==> src/lsse_pkg.sv <==
// Functional notes
// [RULE_01] decrement-skip: byte minus one written back, skip when result zero
// [RULE_02] any taken skip makes the instruction three cycles via a dummy cycle
// [RULE_03] decrement-to-acc: byte minus one to acc, memory kept, skip if zero
// [RULE_04] byte set writes all ones, flags untouched
// [RULE_05] bit set forces chosen bit to one, other bits and flags kept
// [RULE_06] increment-skip: byte plus one written back, skip when result zero
// [RULE_07] increment-to-acc: byte plus one to acc, memory kept, skip if zero
// [RULE_08] bit test nonzero skips when chosen bit is one
// [RULE_09] byte test nonzero rewrites same byte, skips when byte not zero
// [RULE_10] subtract: acc minus byte stored in acc
// [RULE_11] memory subtract: acc minus byte stored in memory, acc kept
// [RULE_12] subtract carry cleared on negative result, set on zero or positive
// [RULE_13] subtract updates overflow, zero, aux carry, carry, signed, combined
// [RULE_14] nibble swap exchanges byte halves in place, flags untouched
// [RULE_15] swap-to-acc puts exchanged byte in acc, memory kept
// [RULE_16] byte test zero rewrites same byte, skips when byte is zero
// [RULE_17] move-to-acc copies byte to acc, skips when it is zero, no flags
// [RULE_18] skip not met: next instruction follows with no dummy cycle
// [RULE_19] skip, set, swap and test forms change no status flag at all
package lsse_pkg;

  localparam int DATA_W = 8;
  localparam int BIT_SEL_W = 3;
  localparam int DEF_ADDR_W = 11;
  localparam logic [DATA_W-1:0] BYTE_ALL_ONES = 8'hff;
  localparam logic [DATA_W-1:0] BYTE_ZERO = 8'h00;
  localparam logic [DATA_W-1:0] BYTE_ONE = 8'h01;
  localparam logic [DATA_W-1:0] RESET_BYTE = 8'h00;

  // command codes; 4'he and 4'hf are not used and are refused at issue
  typedef enum logic [3:0] {
    CMD_DEC_SKZ = 4'h0,
    CMD_DEC_ACC_SKZ = 4'h1,
    CMD_SET_BYTE = 4'h2,
    CMD_SET_BIT = 4'h3,
    CMD_INC_SKZ = 4'h4,
    CMD_INC_ACC_SKZ = 4'h5,
    CMD_SKNZ_BIT = 4'h6,
    CMD_SKNZ_BYTE = 4'h7,
    CMD_SUB_ACC = 4'h8,
    CMD_SUB_MEM = 4'h9,
    CMD_SWAP = 4'ha,
    CMD_SWAP_ACC = 4'hb,
    CMD_SKZ_BYTE = 4'hc
  } lsse_cmd_type;

  localparam logic [3:0] CMD_MOVE_ACC_SKZ = 4'hd;

  typedef enum logic [3:0] {
    ST_IDLE = 4'b0001,
    ST_READ = 4'b0010,
    ST_EXEC = 4'b0100,
    ST_DUMMY = 4'b1000
  } lsse_state_type;

  typedef struct packed {
    logic [3:0] cmd;
    logic [BIT_SEL_W-1:0] bitSel;
    logic [DEF_ADDR_W-1:0] addr;
  } lsse_issue_type;

  typedef struct packed {
    logic overflow_flag;
    logic zero;
    logic aux_carry_flag;
    logic carry;
    logic signed_compare_flag;
    logic combined_zero_flag;
  } lsse_flags_type;

  localparam lsse_flags_type RESET_FLAGS = 6'h00;

endpackage : lsse_pkg

==> src/lsse_exec.sv <==
`timescale 1ns/10ps
`default_nettype none
module lsse_exec #(
  parameter int ADDR_W = lsse_pkg::DEF_ADDR_W
) (
  // clock and reset
  input wire logic clk,
  input wire logic rst_n,
  // instruction issue
  input wire logic issueValid,
  input wire lsse_pkg::lsse_issue_type issueCmd,
  output logic issueReady,
  // data memory read port, data one cycle after the enable
  output logic memRdEn,
  output logic [ADDR_W-1:0] memRdAddr,
  input wire logic [lsse_pkg::DATA_W-1:0] memRdData,
  // data memory write port
  output logic memWrEn,
  output logic [ADDR_W-1:0] memWrAddr,
  output logic [lsse_pkg::DATA_W-1:0] memWrData,
  // accumulator
  input wire logic [lsse_pkg::DATA_W-1:0] accIn,
  output logic accWrEn,
  output logic [lsse_pkg::DATA_W-1:0] accWrData,
  // status flags
  output logic flagsWrEn,
  output lsse_pkg::lsse_flags_type flagsWr,
  // sequencing
  output logic skipNext,
  output logic dummyCycle,
  output logic instrDone
);
  import lsse_pkg::*;

  if (ADDR_W < 1 || ADDR_W > DEF_ADDR_W) begin : g_bad_addr_w
    $error("lsse_exec: ADDR_W out of range");
  end

  function automatic logic cmd_known(input logic [3:0] c);
    cmd_known = (c <= CMD_MOVE_ACC_SKZ);
  endfunction : cmd_known

  function automatic logic [DATA_W-1:0] bit_mask(
    input logic [BIT_SEL_W-1:0] s
  );
    bit_mask = BYTE_ONE << s;
  endfunction : bit_mask

  lsse_state_type state_ff;
  lsse_state_type nxt_state;
  logic [3:0] cmd_ff;
  logic [BIT_SEL_W-1:0] bitSel_ff;
  logic [ADDR_W-1:0] addr_ff;
  logic memRdEn_ff;
  logic memWrEn_ff;
  logic [ADDR_W-1:0] memWrAddr_ff;
  logic [DATA_W-1:0] memWrData_ff;
  logic accWrEn_ff;
  logic [DATA_W-1:0] accWrData_ff;
  logic flagsWrEn_ff;
  lsse_flags_type flagsWr_ff;
  logic skipNext_ff;
  logic dummyCycle_ff;
  logic instrDone_ff;

  logic [DATA_W-1:0] subDiff;
  lsse_flags_type subFlags;

  logic [DATA_W-1:0] decVal;
  logic [DATA_W-1:0] incVal;
  logic [DATA_W-1:0] swapVal;
  logic selBit;
  logic nxt_memWrEn;
  logic [DATA_W-1:0] nxt_memWrData;
  logic nxt_accWrEn;
  logic [DATA_W-1:0] nxt_accWrData;
  logic nxt_flagsWrEn;
  logic nxt_skip;
  logic issueTake;

  lsse_sub_unit u_sub (
    .minuend(accIn),
    .subtrahend(memRdData),
    .diff(subDiff),
    .flags(subFlags)
  );

  // unknown codes are held off rather than taken and dropped later
  assign issueReady = (state_ff == ST_IDLE) && cmd_known(issueCmd.cmd);
  assign issueTake = issueValid && issueReady;

  always_comb begin
    decVal = memRdData - BYTE_ONE;
    incVal = memRdData + BYTE_ONE;
    swapVal = {memRdData[3:0], memRdData[7:4]};
    selBit = |(memRdData & bit_mask(bitSel_ff));
  end

  // result steering for the execute cycle
  always_comb begin
    nxt_memWrEn = 1'b0;
    nxt_memWrData = memRdData;
    nxt_accWrEn = 1'b0;
    nxt_accWrData = memRdData;
    nxt_flagsWrEn = 1'b0; // [RULE_19]
    nxt_skip = 1'b0;
    unique case (cmd_ff)
      CMD_DEC_SKZ: begin
        nxt_memWrEn = 1'b1;
        nxt_memWrData = decVal;
        nxt_skip = (decVal == BYTE_ZERO); // [RULE_01]
      end
      CMD_DEC_ACC_SKZ: begin
        nxt_accWrEn = 1'b1;
        nxt_accWrData = decVal;
        nxt_skip = (decVal == BYTE_ZERO); // [RULE_03]
      end
      CMD_SET_BYTE: begin
        nxt_memWrEn = 1'b1;
        nxt_memWrData = BYTE_ALL_ONES; // [RULE_04]
      end
      CMD_SET_BIT: begin
        nxt_memWrEn = 1'b1;
        nxt_memWrData = memRdData | bit_mask(bitSel_ff); // [RULE_05]
      end
      CMD_INC_SKZ: begin
        nxt_memWrEn = 1'b1;
        nxt_memWrData = incVal;
        nxt_skip = (incVal == BYTE_ZERO); // [RULE_06]
      end
      CMD_INC_ACC_SKZ: begin
        nxt_accWrEn = 1'b1;
        nxt_accWrData = incVal;
        nxt_skip = (incVal == BYTE_ZERO); // [RULE_07]
      end
      CMD_SKNZ_BIT: begin
        nxt_skip = selBit; // [RULE_08]
      end
      CMD_SKNZ_BYTE: begin
        // same byte goes back, as a read-modify-write with no change
        nxt_memWrEn = 1'b1;
        nxt_skip = (memRdData != BYTE_ZERO); // [RULE_09]
      end
      CMD_SUB_ACC: begin
        nxt_accWrEn = 1'b1;
        nxt_accWrData = subDiff; // [RULE_10]
        nxt_flagsWrEn = 1'b1; // [RULE_13]
      end
      CMD_SUB_MEM: begin
        nxt_memWrEn = 1'b1;
        nxt_memWrData = subDiff; // [RULE_11]
        nxt_flagsWrEn = 1'b1; // [RULE_13]
      end
      CMD_SWAP: begin
        nxt_memWrEn = 1'b1;
        nxt_memWrData = swapVal; // [RULE_14]
      end
      CMD_SWAP_ACC: begin
        nxt_accWrEn = 1'b1;
        nxt_accWrData = swapVal; // [RULE_15]
      end
      CMD_SKZ_BYTE: begin
        nxt_memWrEn = 1'b1;
        nxt_skip = (memRdData == BYTE_ZERO); // [RULE_16]
      end
      CMD_MOVE_ACC_SKZ: begin
        nxt_accWrEn = 1'b1;
        nxt_skip = (memRdData == BYTE_ZERO); // [RULE_17]
      end
      default: begin
        nxt_skip = 1'b0;
      end
    endcase
  end

  // sequencer
  always_comb begin
    nxt_state = state_ff;
    unique case (state_ff)
      ST_IDLE: begin
        if (issueTake) begin
          nxt_state = ST_READ;
        end
      end
      ST_READ: begin
        nxt_state = ST_EXEC;
      end
      ST_EXEC: begin
        if (nxt_skip) begin
          nxt_state = ST_DUMMY; // [RULE_02]
        end else begin
          nxt_state = ST_IDLE; // [RULE_18]
        end
      end
      ST_DUMMY: begin
        nxt_state = ST_IDLE;
      end
      default: begin
        nxt_state = ST_IDLE;
      end
    endcase
  end

  always_ff @(posedge clk) begin
    if (!rst_n) begin
      state_ff <= ST_IDLE;
    end else begin
      state_ff <= nxt_state;
    end
  end

  // issue capture
  always_ff @(posedge clk) begin
    if (!rst_n) begin
      cmd_ff <= 4'h0;
      bitSel_ff <= '0;
      addr_ff <= '0;
    end else if (issueTake) begin
      cmd_ff <= issueCmd.cmd;
      bitSel_ff <= issueCmd.bitSel;
      addr_ff <= issueCmd.addr[ADDR_W-1:0];
    end
  end

  // memory read request
  always_ff @(posedge clk) begin
    if (!rst_n) begin
      memRdEn_ff <= 1'b0;
    end else begin
      memRdEn_ff <= issueTake;
    end
  end

  // memory write-back
  always_ff @(posedge clk) begin
    if (!rst_n) begin
      memWrEn_ff <= 1'b0;
      memWrAddr_ff <= '0;
      memWrData_ff <= RESET_BYTE;
    end else begin
      memWrEn_ff <= (state_ff == ST_EXEC) && nxt_memWrEn;
      if (state_ff == ST_EXEC) begin
        memWrAddr_ff <= addr_ff;
        memWrData_ff <= nxt_memWrData;
      end
    end
  end

  // accumulator write
  always_ff @(posedge clk) begin
    if (!rst_n) begin
      accWrEn_ff <= 1'b0;
      accWrData_ff <= RESET_BYTE;
    end else begin
      accWrEn_ff <= (state_ff == ST_EXEC) && nxt_accWrEn;
      if (state_ff == ST_EXEC) begin
        accWrData_ff <= nxt_accWrData;
      end
    end
  end

  // flag write, subtract forms only
  always_ff @(posedge clk) begin
    if (!rst_n) begin
      flagsWrEn_ff <= 1'b0;
      flagsWr_ff <= RESET_FLAGS;
    end else begin
      flagsWrEn_ff <= (state_ff == ST_EXEC) && nxt_flagsWrEn; // [RULE_19]
      if ((state_ff == ST_EXEC) && nxt_flagsWrEn) begin
        flagsWr_ff <= subFlags; // [RULE_12]
      end
    end
  end

  // skip and dummy cycle markers
  always_ff @(posedge clk) begin
    if (!rst_n) begin
      skipNext_ff <= 1'b0;
      dummyCycle_ff <= 1'b0;
      instrDone_ff <= 1'b0;
    end else begin
      skipNext_ff <= (state_ff == ST_EXEC) && nxt_skip; // [RULE_02]
      dummyCycle_ff <= (nxt_state == ST_DUMMY); // [RULE_02]
      instrDone_ff <= (state_ff != ST_IDLE) &&
                      (nxt_state == ST_IDLE); // [RULE_18]
    end
  end

  assign memRdEn = memRdEn_ff;
  assign memRdAddr = addr_ff;
  assign memWrEn = memWrEn_ff;
  assign memWrAddr = memWrAddr_ff;
  assign memWrData = memWrData_ff;
  assign accWrEn = accWrEn_ff;
  assign accWrData = accWrData_ff;
  assign flagsWrEn = flagsWrEn_ff;
  assign flagsWr = flagsWr_ff;
  assign skipNext = skipNext_ff;
  assign dummyCycle = dummyCycle_ff;
  assign instrDone = instrDone_ff;

endmodule : lsse_exec
`default_nettype wire

==> src/lsse_sub_unit.sv <==
`timescale 1ns/10ps
`default_nettype none
module lsse_sub_unit (
  // operands
  input wire logic [lsse_pkg::DATA_W-1:0] minuend,
  input wire logic [lsse_pkg::DATA_W-1:0] subtrahend,
  // result
  output logic [lsse_pkg::DATA_W-1:0] diff,
  output lsse_pkg::lsse_flags_type flags
);
  import lsse_pkg::*;

  logic [DATA_W:0] wide;
  logic [4:0] lowNib;
  logic neg;

  always_comb begin
    wide = {1'b0, minuend} - {1'b0, subtrahend};
    lowNib = {1'b0, minuend[3:0]} - {1'b0, subtrahend[3:0]};
    diff = wide[DATA_W-1:0];
    flags.carry = ~wide[DATA_W]; // [RULE_12]
    flags.aux_carry_flag = ~lowNib[4]; // [RULE_13]
    flags.overflow_flag = (minuend[7] ^ subtrahend[7]) &
                          (wide[7] ^ minuend[7]); // [RULE_13]
    flags.zero = (wide[DATA_W-1:0] == BYTE_ZERO); // [RULE_13]
    neg = wide[7] ^ flags.overflow_flag;
    // signed greater-or-equal; no carry-in so the combined zero is plain zero
    flags.signed_compare_flag = ~neg; // [RULE_13]
    flags.combined_zero_flag = flags.zero; // [RULE_13]
  end

endmodule : lsse_sub_unit
`default_nettype wire

==> config.mk <==
export PLATFORM = sky130hd
export DESIGN_NAME = lsse_exec
export DESIGN_NICKNAME = d
export VERILOG_FILES = /design/src/lsse_pkg.sv /design/src/lsse_exec.sv /design/src/lsse_sub_unit.sv
export SDC_FILE = /design/constraint.sdc
export NUM_CORES = 1
export LEC_CHECK = 0
export ABC_AREA = 1
export BUFFER_PORTS_ARGS = -buffer_cell sky130_fd_sc_hd__buf_2
export CORE_UTILIZATION = 49
export CTS_CLUSTER_SIZE = 8
export DETAILED_ROUTE_END_ITERATION = 7
export GPL_ROUTABILITY_DRIVEN = 0
export HOLD_SLACK_MARGIN = 0.15
export PLACE_DENSITY = 0.81
export SLEW_MARGIN = 0
export SYNTH_ARGS = -nofsm -noshare
export SYNTH_HDL_FRONTEND = slang
export SYNTH_SLANG_ARGS = --single-unit
==> constraint.sdc <==
create_clock -name clk -period 2.5 [get_ports clk]
set_input_delay 0.25 -clock clk [delete_from_list [all_inputs] [get_ports clk]]
set_output_delay 0.25 -clock clk [all_outputs]
set_load 0.05 [all_outputs]
==> impl_metrics.toml, run 1 <==
[outcome]
run_status = "finished clean"

[clock_tree]
cts_resized = 0
ctsHtreeMaxLevel = 3
cts_setup_buffers = 0
clk_latency_ns = 0.35
cts_tree = "yes"
cts.path.max_buffers = 2
clk_pin_slew_ns = 0.07
cts_num_sinks = 61
cts_hold_buf = 1
root_buffer = "clkbuf_8"
cts_buffers = 9

[grt]
grt_max_degree = 42
antenna_found_initial = 0
grtUsageTotal_pct = 29.4
grt_pass1_vias = 4125
overflow = 0
grt_pass1_wl_um = 19400

[timing]
skew_ns = 0.00896
drv_slew = 0
hold_violations = 0
fmax_mhz = 457
rsz0062_at_grt = "no"
slew_headroom_pct = 42.3
worstMarginPinSlew_ns = 0.864
worst_slack_ns = 0.314
min_period_over_period_pct = 87.5
setup_viol = 0
period_needed_ns = 2.19

[floorplan]
io_pins = 89
die_x_um = 90.9
rows = 32
coreArea_um2 = 7690
dieArea_um2 = 8270
die_y_um = 90.9
initial_core_util_pct = 50.4

[synthesis]
yosys_warnings = 0
yosysTopAreaCell = "dfxtp_1"
ys_ff_latch = 61
post-synth-top-area-fraction_pct = 31.5
avgSynthCellArea_um2 = 6.37
ys_seq_area_share_pct = 31.5
netlist_area_um2 = 3870
postSynthCellCount = 608
ys_types = 39
yosys-top-cells-area = "dfxtp_1, nand2_1, nor2_1, o21ai_0, a21oi_1"
syn-num-nets = 660

[finish]
fin_nets = 750
drive_gt1_share_pct = 21.3
num_antenna_cells = 0
design_area_um2 = 4630
area_growth_syn_to_layout_pct = 19.6

[detailed_routing]
drt.antenna.violating_nets = 0
via_per_inst = 5.62
wl_per_cell_um = 14.9
drt-pass1-iter-count = 7
vias = 4521
drc = 0
drt_iter0_drc = 419
wl_um = 12000

[place]
portBuffers = 88
pre_cts_ws_ns = -0.00423
dpl_cell_area_um2 = 4420
hpwlAfterDp_um = 8910

[worst_setup_path]
worstSetupPathType = "in2reg"
critPathMaxFanout = 4
crit_path_start = "memRdData[2]"
start_kind = "input port"
cp.arrival_ns = 2.45
rr_worst_depth = 7
cp.required_ns = 2.76
r2r_start = "state_ff[1]$_SDFF_PN0_"
cp-end-kind = "flip-flop"

[power]
leakagePower_nw = 2.37
p_per_area_nw_per_um2 = 602
finalPower_mw = 2.79
ir_drop_mv = 0.417

[job]
cap_violations = 0

[worst_hold_path]
worstHoldStart = "issueCmd[10]"
whs_path_depth = 3
hold_class = "in2reg"
==> area by class of cell <==
class | instances | area [µm²]
Fill cell | 742 | 3050
Multi-Input combinational cell | 454 | 2250
Sequential cell | 61 | 1220
Tap cell | 102 | 128
Clock buffer | 9 | 124
Inverter | 65 | 249
Clock inverter | 7 | 81.3
Timing Repair Buffer | 107 | 586
==> flip-flops by register name, summed over array words and instances, names as in the netlist <==
| signal | count |
|---|---|
| memRdAddr | 11 |
| memWrAddr | 11 |
| accWrData | 8 |
| memWrData | 8 |
| flagsWr | 5 |
| cmd_ff | 4 |
| state_ff | 4 |
| bitSel_ff | 3 |
| accWrEn | 1 |
| dummyCycle | 1 |
| flagsWrEn | 1 |
| instrDone | 1 |
| memRdEn | 1 |
| memWrEn | 1 |
| skipNext | 1 |
==> worst paths after layout <==
check                                to  slack [ns]
max           memWrData[7]$_SDFFE_PN0P_        0.31
min          memRdAddr[10]$_SDFFE_PN0P_        0.15
max reg2reg   memRdAddr[0]$_SDFFE_PN0P_        0.36
min reg2reg     flagsWr[3]$_SDFFE_PN0P_        0.47
==> synth_stat cells (all sizes together) <==
master and instances:
nand4 19, o221ai 1, nor2 115, clkbuf 9
or2 1, o21ai 49, nand3b 1, a31oi 1
buf 19, nor4 1, ha 13, xor2 3
dfxtp 61, fa 2, a211oi 2, inv 62
a21oi 48, a41oi 2, o22ai 6, o311ai 1
nand2 132, clkinv 3, o211ai 5, and3 1
nor3 7, nand3 42, xnor2 2
==> cell families after synthesis <==
group,Yosys count,synth area share [%]
buffers and inverters,93,10.5
AOI/OAI and AO/OA,115,16.2
DFF,61,31.5
adders and majority gates,15,5.23
and+or+nand+nor,319,35.4
xor gates and xnor gates,5,1.13
==> routing by layer <==
layer | share of wire, % | vias up | track usage, %
li1 | - | 2167 | -
met1 | 42 | 2035 | 38.7
met2 | 44 | 267 | 45.3
met3 | 9.6 | 52 | 6.40
met4 | 4.4 | 0 | 14.4
met5 | 0 | - | 0
==> worst max-delay path, stage by stage <==
cell,delay (ns)
buf_2,0.09
inv_1,0.05
ha_1,0.32
nand2_1,0.10
nand2_1,0.05
nand2_1,0.08
nand3_1,0.08
nand2_1,0.12
nand2_1,0.07
a21oi_1,0.17
fa_1,0.48
inv_1,0.11
nand2_1,0.07
o211ai_1,0.10
nor2_1,0.06
nand4_1,0.08
nand2_1,0.05
a21oi_1,0.11
==> stage by stage <==
step	cells	hold slack (ns)	setup TNS (ns)	util, %
detailed placement	788	0.458	-0.00423	57.5
global route	805	0.163	0	60.3
finish	805	0.154	0	60.3
CTS	805	0.151	0	60.3
global placement	788	0.454	0	57.5
floorplan	608	0.392	0	-
==> cells in the final DEF, fill, tap and decap left out, types with 6 or more instances in the layout <==
master / Yosys / final
ha_1: 13 / 13
dfxtp_1: 61 / 61
nand2_2: 6 / 6
nand4_1: 19 / 19
o22ai_1: 6 / 6
buf_2: 12 / 88
clkbuf_8: 0 / 9
nor2_2: 6 / 6
nand3_1: 41 / 41
buf_4: 4 / 18
nor2_1: 108 / 108
inv_2: 8 / 8
inv_1: 54 / 54
nand2_1: 126 / 126
nor3_1: 6 / 6
o21ai_0: 48 / 48
a21oi_1: 47 / 47
==> power breakdown <==
part	switching [mW]	total [mW]	internal, mW
logic	0.576	0.818	0.243
registers	0.0489	1.07	1.02
clock network	0.432	0.907	0.475
Note: power is estimated with default switching activity, not from simulation.
==> inputs of run 2 (changes only) <==
Settings changed: ABC_AREA 1 to not set, BUFFER_PORTS_ARGS -buffer_cell sky130_fd_sc_hd__buf_2 to not set, CORE_UTILIZATION 49 to 55, DONT_BUFFER_PORTS set to 1, PLACE_DENSITY 0.81 to 0.78.
==> run 2 against run 1 <==
  * Die area down 6.4%
  * Clock-buffer cell count unchanged
  * First-iteration DRC count up 57%
  * Clock skew up 0.0011 ns
  * Core utilization up 7.3 points
  * Via count down 4.2%
  * Fmax down 8.8%
  * Area after synthesis up 4.9%
  * Sequential share of layout area down 0.47 points
==> impl_metrics.toml, run 2 <==
[place]
pre_cts_ws_ns = -0.0251
portBuffers = 0
hpwlAfterDp_um = 8640
dpl_cell_area_um2 = 4260

[power]
ir_drop_mv = 0.456
intPower_mw = 1.67
p_comb_share_pct = 26.4
pwr-share-seq_pct = 43.2
clkPwrFrac_pct = 30.4
power.switching_mw = 0.980
switching_share_pct = 36.9
leakagePower_nw = 1.75
p_per_area_nw_per_um2 = 562

[synthesis]
post-synth-top-area-fraction_pct = 30.0
yosys_warnings = 0
synth_edf_count = 0
yosys-top-cells-count = "nand2_1, dfxtp_1, nor2_1"
ys.flop_type = "dfxtp_1"
ys_ff_latch = 61
synth_compound_area_share_pct = 29.1
synth_top_family_by_area = "compound AO/OA/AOI/OAI gates"
avgSynthCellArea_um2 = 7.77
postSynthCellCount = 523
yosys.area_share.simple_pct = 25.2
yosysMostFrequentCell = "nand2_1"
yosys-top-cells-area = "dfxtp_1, nand2_1, a21boi_0, ha_1, o21ai_0"
ys_seq_area_share_pct = 30.0
ys_types = 73
netlist_area_um2 = 4060
synthMuxAreaShare_pct = 1.82
yosysTopAreaCell = "dfxtp_1"
syn-num-nets = 575
synth_xor_area_share_pct = 3.23
synthAdderAreaFrac_pct = 4.99
synthArstFlopShare_pct = 0

[finish]
num_antenna_cells = 0
fin_nets = 600
design_area_um2 = 4720
final_common_cell = "nand2_1"
drive_gt1_share_pct = 11.8
final_cell_mix = "nand2_1, dfxtp_1, nor2_1"
final_util_pct = 67.6
area_growth_syn_to_layout_pct = 16.1

[detailed_routing]
wl_per_cell_um = 19.7
vias = 4333
wl_um = 12800
drc = 0
drt_iter0_drc = 657
drt.antenna.violating_nets = 0
top_layer = "met4"
route.met2.wl_um = 5800
wl_met3_um = 1510
via_per_inst = 6.68
drt-pass1-iter-count = 8
drt-met1-wl_um = 4840

[worst_setup_path]
worstSetupPathType = "reg2reg"
cp.required_ns = 2.74
path_cells = "nand2b_1, nor2_1, a2111oi_0, buf_4, a21oi_1"
cp.arrival_ns = 2.63
start_kind = "flip-flop"
critPathSlowestCell = "dfxtp_1"
crit_path_max_incr_delay_ns = 0.79
critPathMaxFanout = 23
cp-end-kind = "flip-flop"

[clock_tree]
root_buffer = "clkbuf_8"
cts_num_sinks = 61
cts_tree = "yes"
cts_hold_buf = 27
cts_buffers = 9
clk_pin_slew_ns = 0.07
cts_setup_buffers = 0
cts.path.max_buffers = 2
cts_resized = 0
clk_latency_ns = 0.35
ctsHtreeMaxLevel = 3

[timing]
period_needed_ns = 2.40
slew_headroom_pct = 34.7
setup_viol = 0
drv_slew = 0
fmax_mhz = 417
hold_violations = 0
skew_ns = 0.0101
rsz0062_at_grt = "no"
worst_slack_ns = 0.102
min_period_over_period_pct = 95.9
worstMarginPinSlew_ns = 0.979

[floorplan]
io_pins = 89
initial_core_util_pct = 58.2
die_y_um = 88.0
coreArea_um2 = 6980
rows = 30
die_x_um = 88.0
dieArea_um2 = 7740

[grt]
antenna_found_initial = 0
grt_pass1_wl_um = 19900
grtUsageTotal_pct = 33.9
overflow = 0
grt_max_degree = 61
grt_pass1_vias = 4044

[outcome]
run_status = "finished clean"

[worst_hold_path]
hold_class = "in2reg"

[job]
cap_violations = 0
-- run 2: kinds of logic (layout without fill, tap and decap cells) --
group | count (synthesis) | in the layout
AOI/OAI and AO/OA | 167 | 167
xor gates and xnor gates | 15 | 15
muxes | 6 | 6
buffers and inverters | 55 | 85
DFF | 61 | 61
and+or+nand+nor | 204 | 204
adders and majority gates | 15 | 15
-- run 2: worst max-delay path: cells and delay by family, from the launching register on --
kind            cells  cell delay [ns]
compound gates      2             0.74
simple gates        2             0.53
buf+inv             1             0.22
flops               1             0.79
-- run 2: power by group through the flow --
stage	logic (mW)	registers, mW	clock network (mW)
2_1_floorplan	0.489	1.13	0
3_3_place_gp	0.609	1.16	0
3_5_place_dp	0.614	1.17	0
4_1_cts	0.668	1.14	0.817
5_1_grt	0.745	1.15	0.860
6_report	0.700	1.15	0.807
-- run 2: final cells by class --
type	count	area, µm²
clock buffers	9	124
clock inverters	7	57.6
fillers	601	2260
inverters	13	56.3
multi-input cells	407	2640
flip-flops and latches	61	1220
well taps	96	120
repair buffers	56	498
-- run 2: worst paths after layout --
| kind | from | to | slack, ns | cells after the start |
|---|---|---|---|---|
| worst max-delay path | cmd_ff[1]$_SDFFE_PN0P_ | accWrData[1]$_SDFFE_PN0P_ | 0.10 | 5 |
| worst min-delay path | memRdData[6] | accWrData[6]$_SDFFE_PN0P_ | 0.17 | 2 |
| worst max register to register | cmd_ff[1]$_SDFFE_PN0P_ | accWrData[1]$_SDFFE_PN0P_ | 0.10 | 5 |
| worst min register to register | state_ff[1]$_SDFF_PN0_ | state_ff[2]$_SDFF_PN0_ | 0.61 | 1 |
-- run 2: metal layers --
layer	up-vias	track usage, %
li1	1958	-
met1	1971	41.6
met2	318	50.7
met3	86	13.1
met4	0	18.5
met5	-	1.30
-- run 2: through the flow --
step | hold slack, ns | instances | TNS, ns | total power, mW
2_1_floorplan | 0.390 | 523 | -0.00789 | 1.62
3_3_place_gp | 0.340 | 606 | 0 | 1.77
3_5_place_dp | 0.350 | 606 | -0.0251 | 1.78
4_1_cts | 0.151 | 649 | 0 | 2.63
5_1_grt | 0.155 | 649 | 0 | 2.76
6_report | 0.165 | 649 | 0 | 2.65
==> inputs of run 3 (changes only) <==
Settings changed: MAX_ROUTING_LAYER set to met4.
==> run 3 against run 2 <==
  * Sequential power about the same
  * Cell count stayed put
  * Register-to-register slack about the same
  * Cell area did not move
  * Non-clock buffer count did not move
  * Core utilization is the same
  * Combinational power decreased by 0.6%
  * Clock skew increased by 0.00077 ns
  * Via count increased by 0.12%
  * Clock-buffer cell count unchanged
  * Clock power is essentially flat
  * Critical endpoint unchanged
==> impl_metrics.toml, run 3 (synthesis gave the netlist of run 2 again) <==
[outcome]
run_status = "finished clean"

[detailed_routing]
drc = 0
wl_um = 12700
wl_per_cell_um = 19.6
vias = 4338
drt-pass1-iter-count = 7
via_per_inst = 6.68
drt.antenna.violating_nets = 0
drt_iter0_drc = 667

[floorplan]
io_pins = 89
die_y_um = 88.0
coreArea_um2 = 6980
dieArea_um2 = 7740
initial_core_util_pct = 58.2
rows = 30
die_x_um = 88.0

[worst_setup_path]
crit_path_max_incr_delay_ns = 0.78
r2r_slack_ns = 0.11
critPathSlowestCell = "dfxtp_1"
rr_worst_depth = 5
start_kind = "flip-flop"
cp.required_ns = 2.74
worstSetupPathType = "reg2reg"
r2r_start = "cmd_ff[1]$_SDFFE_PN0P_"
rr_endpoint = "accWrData[1]$_SDFFE_PN0P_"
cp_num_buf_inv = 1
crit_family = "flip-flops"
path_cells = "nand2b_1, nor2_1, a2111oi_0, buf_4, a21oi_1"
cp-end-kind = "flip-flop"
critPathMaxFanout = 23
cp.arrival_ns = 2.63

[timing]
period_needed_ns = 2.39
skew_ns = 0.0108
setup_viol = 0
worstMarginPinSlew_ns = 0.983
rsz0062_at_grt = "no"
hold_violations = 0
slew_headroom_pct = 34.4
min_period_over_period_pct = 95.8
drv_slew = 0
fmax_mhz = 418

[clock_tree]
ctsHtreeMaxLevel = 3
clk_latency_ns = 0.35
cts_resized = 0
clk_pin_slew_ns = 0.07
root_buffer = "clkbuf_8"
cts.path.max_buffers = 2
cts_num_sinks = 61
cts_buffers = 9
cts_tree = "yes"

[grt]
grt_pass1_wl_um = 19700
overflow = 0
antenna_found_initial = 0
grtUsageTotal_pct = 34.5
grt_pass1_vias = 4058
grt_max_degree = 61

[power]
p_per_area_nw_per_um2 = 561
ir_drop_mv = 0.457
leakagePower_nw = 1.75

[place]
dpl_cell_area_um2 = 4260
dpl.cell_count = 606
portBuffers = 0
hpwlAfterDp_um = 8640

[finish]
final_common_cell = "nand2_1"
num_antenna_cells = 0
design_area_um2 = 4720
fin_nets = 600
finalNonFillerCells = 649
final_cell_mix = "nand2_1, dfxtp_1, nor2_1"
area_growth_syn_to_layout_pct = 16.1
drive_gt1_share_pct = 11.8

[worst_hold_path]
whs_endpoint = "accWrData[6]$_SDFFE_PN0P_"
hold_class = "in2reg"
worstHoldStart = "memRdData[6]"
whs_path_depth = 2

[job]
cap_violations = 0
-- run 3: cell counts in the layout (fill, tap and decap cells not counted) --
Identical to the previous run, type by type.
-- run 3: cell type report --
type / count / area, µm²
clock buffers: 9 / 124
clock inverters: 7 / 57.6
fillers: 601 / 2260
inverters: 13 / 56.3
multi-input cells: 407 / 2640
flip-flops and latches: 61 / 1220
well taps: 96 / 120
repair buffers: 56 / 498
-- run 3: through the flow --
step | power [mW] | worst slack, ns | hold slack [ns] | TNS, ns | util, %
4_1_cts | 2.63 | 0.233 | 0.151 | 0 | 67.6
2_1_floorplan | 1.62 | -0.00789 | 0.390 | -0.00789 | -
5_1_grt | 2.75 | 0.0459 | 0.159 | 0 | 67.6
3_3_place_gp | 1.77 | 0.0576 | 0.340 | 0 | 61.0
6_report | 2.65 | 0.106 | 0.155 | 0 | 67.6
3_5_place_dp | 1.78 | -0.0251 | 0.350 | -0.0251 | 61.0
-- run 3: what timing repair did --
item,CTS,global route
hold buffers,27,0
setup buffers,0,0
hold endpoints to repair,61,0
-- run 3: routing by layer --
metal	wire [µm]	track usage, %
met2	5720	50.0
met3	1400	12.2
met4	756	20.3
met1	4860	41.1
met5	0	-
-- run 3: worst reg2reg max path, cell delays in order (launching register included) --
cell	delay, ns
dfxtp_1	0.78
nand2b_1	0.36
nor2_1	0.19
a2111oi_0	0.70
buf_4	0.22
a21oi_1	0.05
-- run 3: worst max-delay path by stage --
stage	slack, ns	cells past startpoint	endpoint	start
6_report	0.11	5	accWrData[1]$_SDFFE_PN0P_	cmd_ff[1]$_SDFFE_PN0P_
5_1_grt	0.05	5	accWrData[1]$_SDFFE_PN0P_	cmd_ff[1]$_SDFFE_PN0P_
4_1_cts	0.23	5	accWrData[1]$_SDFFE_PN0P_	cmd_ff[1]$_SDFFE_PN0P_
3_5_place_dp	-0.03	14	memWrData[7]$_SDFFE_PN0P_	memRdData[1]
3_3_place_gp	0.06	14	memWrData[7]$_SDFFE_PN0P_	memRdData[1]
2_1_floorplan	-0.008	15	memWrData[7]$_SDFFE_PN0P_	memRdData[1]
-- run 3: report_power, final --
group	leakage, nW	switching [mW]	internal, mW	total [mW]
sequential	0.494	0.136	1.01	1.15
clock	0.0829	0.437	0.370	0.807
combinational	1.17	0.403	0.293	0.696
